===== config.mk =====
export PLATFORM = sky130hd
export DESIGN_NAME = ebwsc_top
export DESIGN_NICKNAME = d
export VERILOG_FILES = /design/src/shared/ebwsc_pkg.sv /design/src/shared/ebwsc_wait_if.sv /design/src/rtl/ebwsc_top.sv /design/src/rtl/ebwsc_wait_timer.sv
export SDC_FILE = /design/constraint.sdc
export NUM_CORES = 1
export LEC_CHECK = 0
export BUFFER_PORTS_ARGS = -buffer_cell sky130_fd_sc_hd__buf_4
export CORE_MARGIN = 2
export CORE_UTILIZATION = 45
export CTS_CLUSTER_SIZE = 40
export DETAILED_ROUTE_END_ITERATION = 10
export PLACE_DENSITY_LB_ADDON = 0.3
export SLEW_MARGIN = 15
export SYNTH_ARGS = -nofsm -noshare
export SYNTH_HDL_FRONTEND = slang
export SYNTH_HIERARCHICAL = 1
export SYNTH_SLANG_ARGS = --single-unit

===== constraint.sdc =====
create_clock -name sys_clk -period 2.75 [get_ports sys_clk]
set_input_delay 0.275 -clock sys_clk [delete_from_list [all_inputs] [get_ports sys_clk]]
set_output_delay 0.275 -clock sys_clk [all_outputs]
set_load 0.005 [all_outputs]

===== src/shared/ebwsc_pkg.sv =====
/*
 * constants, field layout, reset value and state codes for the external
 * bus wait-state control block.
 * assumes nothing of its surroundings; imported by the rtl, property and bench files.
 */
package ebwsc_pkg;
   // bus and register widths
   localparam int unsigned DATA_W = 32;
   localparam int unsigned REG_W = 24;
   localparam int unsigned BE_W = 4;
   localparam int unsigned WAIT_W = 5;
   localparam int unsigned AREA_N = 4;

   // register offset (byte address)
   localparam logic [31:0] CTRL_OFS = 32'h0000_0000;

   // field positions
   localparam int unsigned HOLD_BIT = 23;
   localparam int unsigned RSVD_BIT = 22;
   localparam int unsigned OWNER_BIT = 21;
   localparam int unsigned DFLT_LSB = 16;
   localparam int unsigned A3_LSB = 13;
   localparam int unsigned A2_LSB = 10;
   localparam int unsigned A1_LSB = 5;
   localparam int unsigned A0_LSB = 0;
   localparam int unsigned WIDE_W = 5;
   localparam int unsigned NARROW_W = 3;

   // reset value and writable bits
   localparam logic [23:0] CTRL_RST = 24'h1F_FFFF;
   localparam logic [23:0] CTRL_WR_MASK = 24'h9F_FFFF;

   // trailing wait thresholds and counts
   localparam logic [4:0] TRAIL_ONE_MIN = 5'h04;
   localparam logic [4:0] TRAIL_TWO_MIN = 5'h08;
   localparam logic [1:0] TRAIL_NONE = 2'h0;
   localparam logic [1:0] TRAIL_ONE = 2'h1;
   localparam logic [1:0] TRAIL_TWO = 2'h2;

   // access sequencer states
   typedef enum logic [4:0] {
      ST_IDLE = 5'h01,
      ST_ARB = 5'h02,
      ST_STROBE = 5'h04,
      ST_TRAIL = 5'h08,
      ST_DONE = 5'h10
   } ebwsc_state_t;
endpackage : ebwsc_pkg


===== src/shared/ebwsc_wait_if.sv =====
/*
 * link between the access sequencer and its wait-state down-counter.
 * assumes both ends run on the same clock and clock enable.
 */
`timescale 1ns/1ps
`default_nettype none
interface ebwsc_wait_if;
   logic load;
   logic [ebwsc_pkg::WAIT_W-1:0] count;
   logic zero;
   logic one;

   modport ctl (output load, output count, input zero, input one);
   modport tmr (input load, input count, output zero, output one);
endinterface : ebwsc_wait_if
`default_nettype wire


===== src/rtl/ebwsc_top.sv =====
/*
 * external bus wait-state control: control register on avalon-mm, bus
 * request and ownership, and sram access strobe timing per area.
 * assumes area match and dram type come from the attribute match logic,
 * inputs are synchronous to sys_clk, and dram cycles finish elsewhere.
 */
// The address map and the Avalon-MM slave port were decided locally.
`timescale 1ns/1ps
`default_nettype none
module ebwsc_top #(
   parameter int unsigned ADDR_W = 4
) (
   // clock, reset, enable
   input wire logic sys_clk,
   input wire logic nrst,
   input wire logic ce,
   // avalon-mm register slave
   input wire logic [ADDR_W-1:0] avs_address,
   input wire logic avs_read,
   input wire logic avs_write,
   input wire logic [ebwsc_pkg::DATA_W-1:0] avs_writedata,
   input wire logic [ebwsc_pkg::BE_W-1:0] avs_byteenable,
   output logic [ebwsc_pkg::DATA_W-1:0] avs_readdata,
   output logic avs_waitrequest,
   // core access request
   input wire logic acc_req,
   input wire logic acc_write,
   input wire logic [ebwsc_pkg::AREA_N-1:0] area_match,
   input wire logic [ebwsc_pkg::AREA_N-1:0] area_dram,
   output logic acc_done,
   output logic rd_sample,
   // external bus arbiter
   input wire logic bus_grant,
   output logic bus_request_out,
   // external sram strobes
   output logic mem_cs_n,
   output logic mem_oe_n,
   output logic mem_we_n
);
   import ebwsc_pkg::*;

   generate
      if (ADDR_W < 2 || ADDR_W > DATA_W) begin : g_bad_addr
         $error("ebwsc_top: ADDR_W must lie in 2..32");
      end
      // byte lanes must tile the register and the bus
      if (REG_W % 8 != 0 || BE_W * 8 != DATA_W) begin : g_bad_lane
         $error("ebwsc_top: byte lane layout does not fit");
      end
   endgenerate

   // wait count of one field, zero-extended
   function automatic logic [WAIT_W-1:0] field_wait(
      input logic [REG_W-1:0] cfg, input int unsigned sel);
      logic [WAIT_W-1:0] w;
      w = '0;
      unique case (sel)
         0: w = cfg[A0_LSB +: WIDE_W];
         1: w = cfg[A1_LSB +: WIDE_W];
         2: w = {2'h0, cfg[A2_LSB +: NARROW_W]};
         3: w = {2'h0, cfg[A3_LSB +: NARROW_W]};
         default: w = cfg[DFLT_LSB +: WIDE_W];
      endcase
      return w;
   endfunction

   // trailing waits for a given wait count
   function automatic logic [1:0] trail_of(input logic [WAIT_W-1:0] w);
      logic [1:0] t;
      t = TRAIL_NONE;
      if (w >= TRAIL_TWO_MIN) begin
         t = TRAIL_TWO;
      end else if (w >= TRAIL_ONE_MIN) begin
         t = TRAIL_ONE;
      end
      return t;
   endfunction

   // register slave state
   logic [REG_W-1:0] cfg_ff, nxt_cfg;
   logic owner_ff, nxt_owner;
   logic wait_ff, nxt_wait;
   logic [DATA_W-1:0] rdata_ff, nxt_rdata;
   logic addr_hit;
   logic [REG_W-1:0] readback;
   logic [REG_W-1:0] merged;

   assign addr_hit = (avs_address == CTRL_OFS[ADDR_W-1:0]);

   always_comb begin
      readback = cfg_ff & CTRL_WR_MASK;
      readback[OWNER_BIT] = owner_ff;
      readback[RSVD_BIT] = 1'b0;
   end

   // byte-lane merge of write data
   genvar gb;
   generate
      for (gb = 0; gb < REG_W / 8; gb++) begin : g_lane
         assign merged[gb*8 +: 8] = avs_byteenable[gb] ?
            avs_writedata[gb*8 +: 8] : cfg_ff[gb*8 +: 8];
      end
   endgenerate

   always_comb begin
      nxt_wait = 1'b1;
      nxt_rdata = rdata_ff;
      nxt_cfg = cfg_ff;
      // answer one cycle after the request is seen
      if ((avs_read || avs_write) && wait_ff) begin
         nxt_wait = 1'b0;
      end
      if (avs_read && wait_ff) begin
         nxt_rdata = addr_hit ? {8'h00, readback} : '0;
      end
      if (avs_write && !wait_ff && addr_hit) begin
         nxt_cfg = merged & CTRL_WR_MASK;
      end
      nxt_owner = bus_grant;
   end

   always_ff @(posedge sys_clk or negedge nrst) begin
      if (!nrst) begin
         cfg_ff <= CTRL_RST;
         owner_ff <= 1'b0;
         wait_ff <= 1'b1;
         rdata_ff <= '0;
      end else if (ce) begin
         cfg_ff <= nxt_cfg;
         owner_ff <= nxt_owner;
         wait_ff <= nxt_wait;
         rdata_ff <= nxt_rdata;
      end
   end

   assign avs_readdata = rdata_ff;
   assign avs_waitrequest = wait_ff;

   // area selection
   logic [WAIT_W-1:0] sel_wait;
   logic sel_dram;

   always_comb begin
      sel_wait = field_wait(cfg_ff, AREA_N);
      sel_dram = 1'b0;
      for (int i = AREA_N - 1; i >= 0; i--) begin
         if (area_match[i]) begin
            sel_wait = field_wait(cfg_ff, i);
            sel_dram = area_dram[i];
         end
      end
   end

   // access sequencer
   ebwsc_wait_if wif ();

   ebwsc_wait_timer u_timer (
      .sys_clk (sys_clk),
      .nrst (nrst),
      .ce (ce),
      .tif (wif.tmr)
   );

   ebwsc_state_t state_ff, nxt_state;
   logic [WAIT_W-1:0] ws_ff, nxt_ws;
   logic [1:0] trail_ff, nxt_trail;
   logic wr_ff, nxt_wr;
   logic req_ff, nxt_req;
   logic done_ff, nxt_done;
   logic smp_ff, nxt_smp;
   logic cs_n_ff, nxt_cs_n;
   logic oe_n_ff, nxt_oe_n;
   logic we_n_ff, nxt_we_n;

   always_comb begin
      nxt_state = state_ff;
      nxt_ws = ws_ff;
      nxt_trail = trail_ff;
      nxt_wr = wr_ff;
      nxt_smp = 1'b0;
      wif.load = 1'b0;
      wif.count = '0;
      unique case (state_ff)
         ST_IDLE: begin
            // dram cycles are not timed here
            if (acc_req && !sel_dram) begin
               nxt_state = ST_ARB;
               nxt_ws = sel_wait;
               nxt_trail = trail_of(sel_wait);
               nxt_wr = acc_write;
            end
         end
         ST_ARB: begin
            if (bus_grant) begin
               // strobe length from the latched wait count
               nxt_state = ST_STROBE;
               wif.load = 1'b1;
               wif.count = ws_ff;
               nxt_smp = !wr_ff && (ws_ff == '0);
            end
         end
         ST_STROBE: begin
            // sample set by wait count, on reads only
            nxt_smp = !wr_ff && wif.one;
            if (wif.zero) begin
               if (trail_ff == TRAIL_NONE) begin
                  nxt_state = ST_DONE;
               end else begin
                  nxt_state = ST_TRAIL;
                  wif.load = 1'b1;
                  wif.count = WAIT_W'(trail_ff - 2'h1);
               end
            end
         end
         ST_TRAIL: begin
            // chip select only, data hold and release
            if (wif.zero) begin
               nxt_state = ST_DONE;
            end
         end
         ST_DONE: begin
            // one-cycle completion pulse
            nxt_state = ST_IDLE;
         end
         default: begin
            nxt_state = ST_IDLE;
         end
      endcase
   end

   // registered strobes follow the next state
   always_comb begin
      nxt_cs_n = !(nxt_state == ST_STROBE || nxt_state == ST_TRAIL);
      nxt_oe_n = !(nxt_state == ST_STROBE && !nxt_wr);
      nxt_we_n = !(nxt_state == ST_STROBE && nxt_wr);
      nxt_done = (nxt_state == ST_DONE);
      // else only while attempted or pending
      nxt_req = cfg_ff[HOLD_BIT] || (acc_req && nxt_state != ST_DONE) ||
         nxt_state == ST_ARB || nxt_state == ST_STROBE ||
         nxt_state == ST_TRAIL;
   end

   always_ff @(posedge sys_clk or negedge nrst) begin
      if (!nrst) begin
         state_ff <= ST_IDLE;
         ws_ff <= '0;
         trail_ff <= TRAIL_NONE;
         wr_ff <= 1'b0;
         req_ff <= 1'b0;
         done_ff <= 1'b0;
         smp_ff <= 1'b0;
         cs_n_ff <= 1'b1;
         oe_n_ff <= 1'b1;
         we_n_ff <= 1'b1;
      end else if (ce) begin
         state_ff <= nxt_state;
         ws_ff <= nxt_ws;
         trail_ff <= nxt_trail;
         wr_ff <= nxt_wr;
         req_ff <= nxt_req;
         done_ff <= nxt_done;
         smp_ff <= nxt_smp;
         cs_n_ff <= nxt_cs_n;
         oe_n_ff <= nxt_oe_n;
         we_n_ff <= nxt_we_n;
      end
   end

   assign bus_request_out = req_ff;
   assign acc_done = done_ff;
   assign rd_sample = smp_ff;
   assign mem_cs_n = cs_n_ff;
   assign mem_oe_n = oe_n_ff;
   assign mem_we_n = we_n_ff;
endmodule // ebwsc_top
`default_nettype wire


===== src/rtl/ebwsc_wait_timer.sv =====
/*
 * wait-state down-counter: loads a count, steps down to zero, holds there.
 * assumes a load pulse from the sequencer on state entry.
 */
`timescale 1ns/1ps
`default_nettype none
module ebwsc_wait_timer (
   // clock, reset, enable
   input wire logic sys_clk,
   input wire logic nrst,
   input wire logic ce,
   // sequencer side
   ebwsc_wait_if.tmr tif
);
   import ebwsc_pkg::*;

   logic [WAIT_W-1:0] cnt_ff;
   logic [WAIT_W-1:0] nxt_cnt;

   always_comb begin
      nxt_cnt = cnt_ff;
      if (tif.load) begin
         nxt_cnt = tif.count;
      end else if (cnt_ff != '0) begin
         nxt_cnt = cnt_ff - 1'b1;
      end
   end

   always_ff @(posedge sys_clk or negedge nrst) begin
      if (!nrst) begin
         cnt_ff <= '0;
      end else if (ce) begin
         cnt_ff <= nxt_cnt;
      end
   end

   assign tif.zero = (cnt_ff == '0);
   assign tif.one = (cnt_ff == WAIT_W'(1));
endmodule // ebwsc_wait_timer
`default_nettype wire


==> results by group <==
Status
  • Status: completed

STA
  • Final setup violation count: 0
  • Final number of hold-violating endpoints: 0
  • Maximum clock rate: approximately 500 MHz
  • Slew Viols, Final: 0
  • Slew HR: 41.7%
  • Min cycle time layout: about 2.0 ns
  • Worst slew pin tran: 0.874 ns
  • Final period utilization: 73.1%
  • Setup WS post-layout: 0.740 ns
  • RSZ-0062 raised after global routing: no
  • TNS Setup: 0 ns
  • Clock skew: 0.00943 ns

Floorplanning
  • Initial cell density of the core: a little under half
  • Core area: 0.00729 sq mm
  • Die area: between 0.008 and 0.009 sq mm
  • Die extent in x: 91.0 um
  • Io pins: between 90 and 100
  • Row cnt: 31
  • Die H: between 90 and 100 um

Power and ir drop
  • Switching Share: approximately 28%
  • Leak: around 2 nW
  • Sw power: 0.721 mW
  • Logic pwr share: ~17%
  • Clock power share: about a third
  • Sequential Power Share: approximately half
  • Cell Pwr Density: a little over 600 mW/mm^2
  • Internal power: ~1.9 mW
  • VDD IR max: between 0.3 and 0.4 mV

Clock network
  • Post-CTS Resized: 0
  • Clk buf depth: 2
  • CTS tree: yes
  • Root buffer cell: clkbuf_8
  • CTS buffer count: 9
  • CTS Hold Bufs: 0
  • CTS sink count: approximately 70
  • Worst-path clk slew: 0.08 ns
  • Worst-Skew Late Latency: about 0.34 ns
  • H-Tree Depth: 3
  • Setup Buffers After CTS: 0

Layout
  • Antenna cells: 0
  • Number of nets in the layout: roughly 430
  • Share of layout cells above drive strength 1: a little over two fifths
  • Register Area: 0.00181 sq mm
  • Final instance area: between 0.004 and 0.005 sq mm
  • Fill cells: around 650
  • Multi-input gate area: between 0.001 and 0.0015 sq mm
  • Area grow syn2layout: 23.7%

Logic synthesis
  • Post-synth ARST share: 100%
  • Yosys reg bits: between 70 and 80
  • Number of synthesized flops with an enable pin: 0
  • Cells after Synth: 293
  • Synthesis Warnings: 6
  • Syn Area/Cell: about 12 sq um
  • Post-synthesis cell area: 0.00340 sq mm
  • Ys flop type: dfrtp_1
  • Seq/Total Area, Yosys: between 50 and 60%
  • Yosys cell types: 57

Place
  • DP HPWL: between 5000 and 6000 um
  • Pre-CTS setup slack: roughly 0.75 ns
  • Placer Congestion: a little under 0.8
  • Port Buffers: 74
  • Area of placed instances: 0.00401 sq mm

Critical path
  • Crit path capture type: flop
  • Crit path arrival time: between 2 and 2.5 ns
  • Worst setup SP type: flop
  • WS Path Type: flop to flop
  • Crit path max fanout: 13
  • Worst path required time: 3.03 ns

Detailed routing
  • Routed len/inst: about 15 um
  • DRC: 0
  • Vias per cell: around 5.4
  • DRT iter0 DRCs: 123
  • DR vias: between 2k and 3k
  • Router iterations before antenna repair: 4
  • Post-DRT Antenna Nets: 0
  • DRT Wirelength: 7240 um

Job
  • Max_cap viols: 0

GRT
  • Largest net degree at the start of global routing: between 70 and 80
  • Initial antenna violation count: 0
  • First-pass GRT wire length: approximately 12000 um
  • GR Util All Layers: 18.4%
  • Grt ovf: 0
  • Vias in the first global route: about 2.4k

Worst hold path
  • HP Class: primary input to async pin
[layer usage]
| layer | vias to the layer above | GRT usage, % | part of all wire [%] |
|---|---|---|---|
| met5 | - | 0 | 0 |
| met4 | 0 | 7.58 | 1.8 |
| met3 | 10 | 4.73 | 6.7 |
| met2 | 87 | 29.0 | 47 |
| met1 | 1234 | 24.3 | 44 |
| li1 | 1200 | - | - |
[stage by stage]
step / power [mW] / hold slack (ns) / util (%) / cells
6_report: 2.59 / 0.0474 / 57.7 / 471
5_1_grt: 2.74 / 0.107 / 57.7 / 471
4_1_cts: 2.62 / 0.0667 / 57.7 / 471
3_5_place_dp: 1.78 / 0.446 / 55.0 / 455
3_3_place_gp: 1.76 / 0.429 / 55.0 / 455
2_1_floorplan: 1.60 / -0.0206 / - / 301
[critical path, cell delays in order (launching register included)]
cell	delay (ns)
dfrtp_1	0.40
inv_1	0.09
ha_1	0.24
nor4b_4	0.14
o211ai_1	0.13
nand2b_1	0.30
or4_1	0.57
nand3_1	0.07
[layout by cell type (no fill, tap or decap), drive strengths merged, types with 3 or more instances in the layout]
cell | netlist | final
o21ai | 18 | 18
or4 | 3 | 3
a31oi | 4 | 4
nand2 | 12 | 12
a21oi | 9 | 9
nand2b | 6 | 6
buf | 17 | 79
dfrtp | 45 | 45
nand3 | 10 | 10
nor3 | 3 | 3
clkbuf | 7 | 11
a22o | 24 | 24
inv | 16 | 16
nor4b | 4 | 4
nor2 | 14 | 14
and2 | 3 | 3
clkinv | 0 | 4
conb | 1 | 9
dfstp | 26 | 26
mux2 | 31 | 31
nor3b | 4 | 4
o31ai | 3 | 3
[cell type report]
cell class | count | area share [%]
multi-input combinational | 190 | 33.8
clock buffer | 11 | 3.36
clock inverter | 5 | 1.37
inverter | 16 | 1.43
sequential | 71 | 43.0
tap | 99 | 2.94
timing repair buffer | 79 | 14.1
[sequential cells by signal (all words and copies together) (netlist names), 2 cells and up]
signal / count
avs_readdata: 23
cfg_ff: 22
state_ff: 5
ws_ff: 5
u_timer/cnt_ff: 5
trail_ff: 2
[cell usage after synthesis (all sizes together) (2+ instances only)]
master / count / area share, %
mux2: 31 / 10
o21ai: 18 / 2.6
a31oi: 4 / 0.74
nand3b: 2 / 0.44
a22o: 24 / 6.2
or4: 3 / 0.88
a21oi: 9 / 1.3
buf: 17 / 3.3
nor4b: 4 / 1.5
o31ai: 3 / 0.81
inv: 16 / 1.8
a22oi: 2 / 0.44
o22ai: 2 / 0.37
nand2: 12 / 2.0
dfrtp: 45 / 33
nor2b: 2 / 0.37
a211oi: 2 / 0.44
mux2i: 2 / 0.59
nor3: 3 / 0.44
dfstp: 26 / 20
nand3: 10 / 1.5
and2: 3 / 0.55
ha: 2 / 0.74
clkbuf: 7 / 0.81
o211ai: 2 / 0.44
nor3b: 4 / 1.0
nand2b: 6 / 1.1
nor2: 14 / 1.8
[power by group through the flow]
stage	registers [mW]	logic (mW)	clock network (mW)
6_report	1.32	0.435	0.830
5_1_grt	1.34	0.502	0.905
4_1_cts	1.32	0.440	0.859
3_5_place_dp	1.34	0.438	0
3_3_place_gp	1.33	0.427	0
2_1_floorplan	1.30	0.305	0
[worst paths after layout]
check / startpoint / end / slack (ns) / cells after the start
worst max-delay path: u_timer/cnt_ff[0] / u_timer/cnt_ff[2] / 0.74 / 7
worst min-delay path: nrst / bus_request_out / 0.05 / 1
worst max register to register: u_timer/cnt_ff[0] / u_timer/cnt_ff[2] / 0.74 / 7
worst min register to register: wr_ff / mem_we_n / 0.46 / 1
max in group asynchronous: nrst / avs_readdata[4] / 2.13 / 1
min in group sys_clk: acc_write / wr_ff / 0.14 / 3
[kinds of logic after synthesis]
| logic type | Yosys count | share of synthesized area [%] |
|---|---|---|
| AND/OR/NAND/NOR | 70 | 13.2 |
| other | 1 | 0.110 |
| flip-flops | 71 | 53.2 |
| multiplexers | 33 | 11.0 |
| AO/OA/AOI/OAI | 75 | 15.7 |
| buffers and inverters | 40 | 5.88 |
| adder cells (fa/ha/maj) | 2 | 0.735 |
| XOR/XNOR | 1 | 0.257 |
Power figures use the tool's default switching activity.
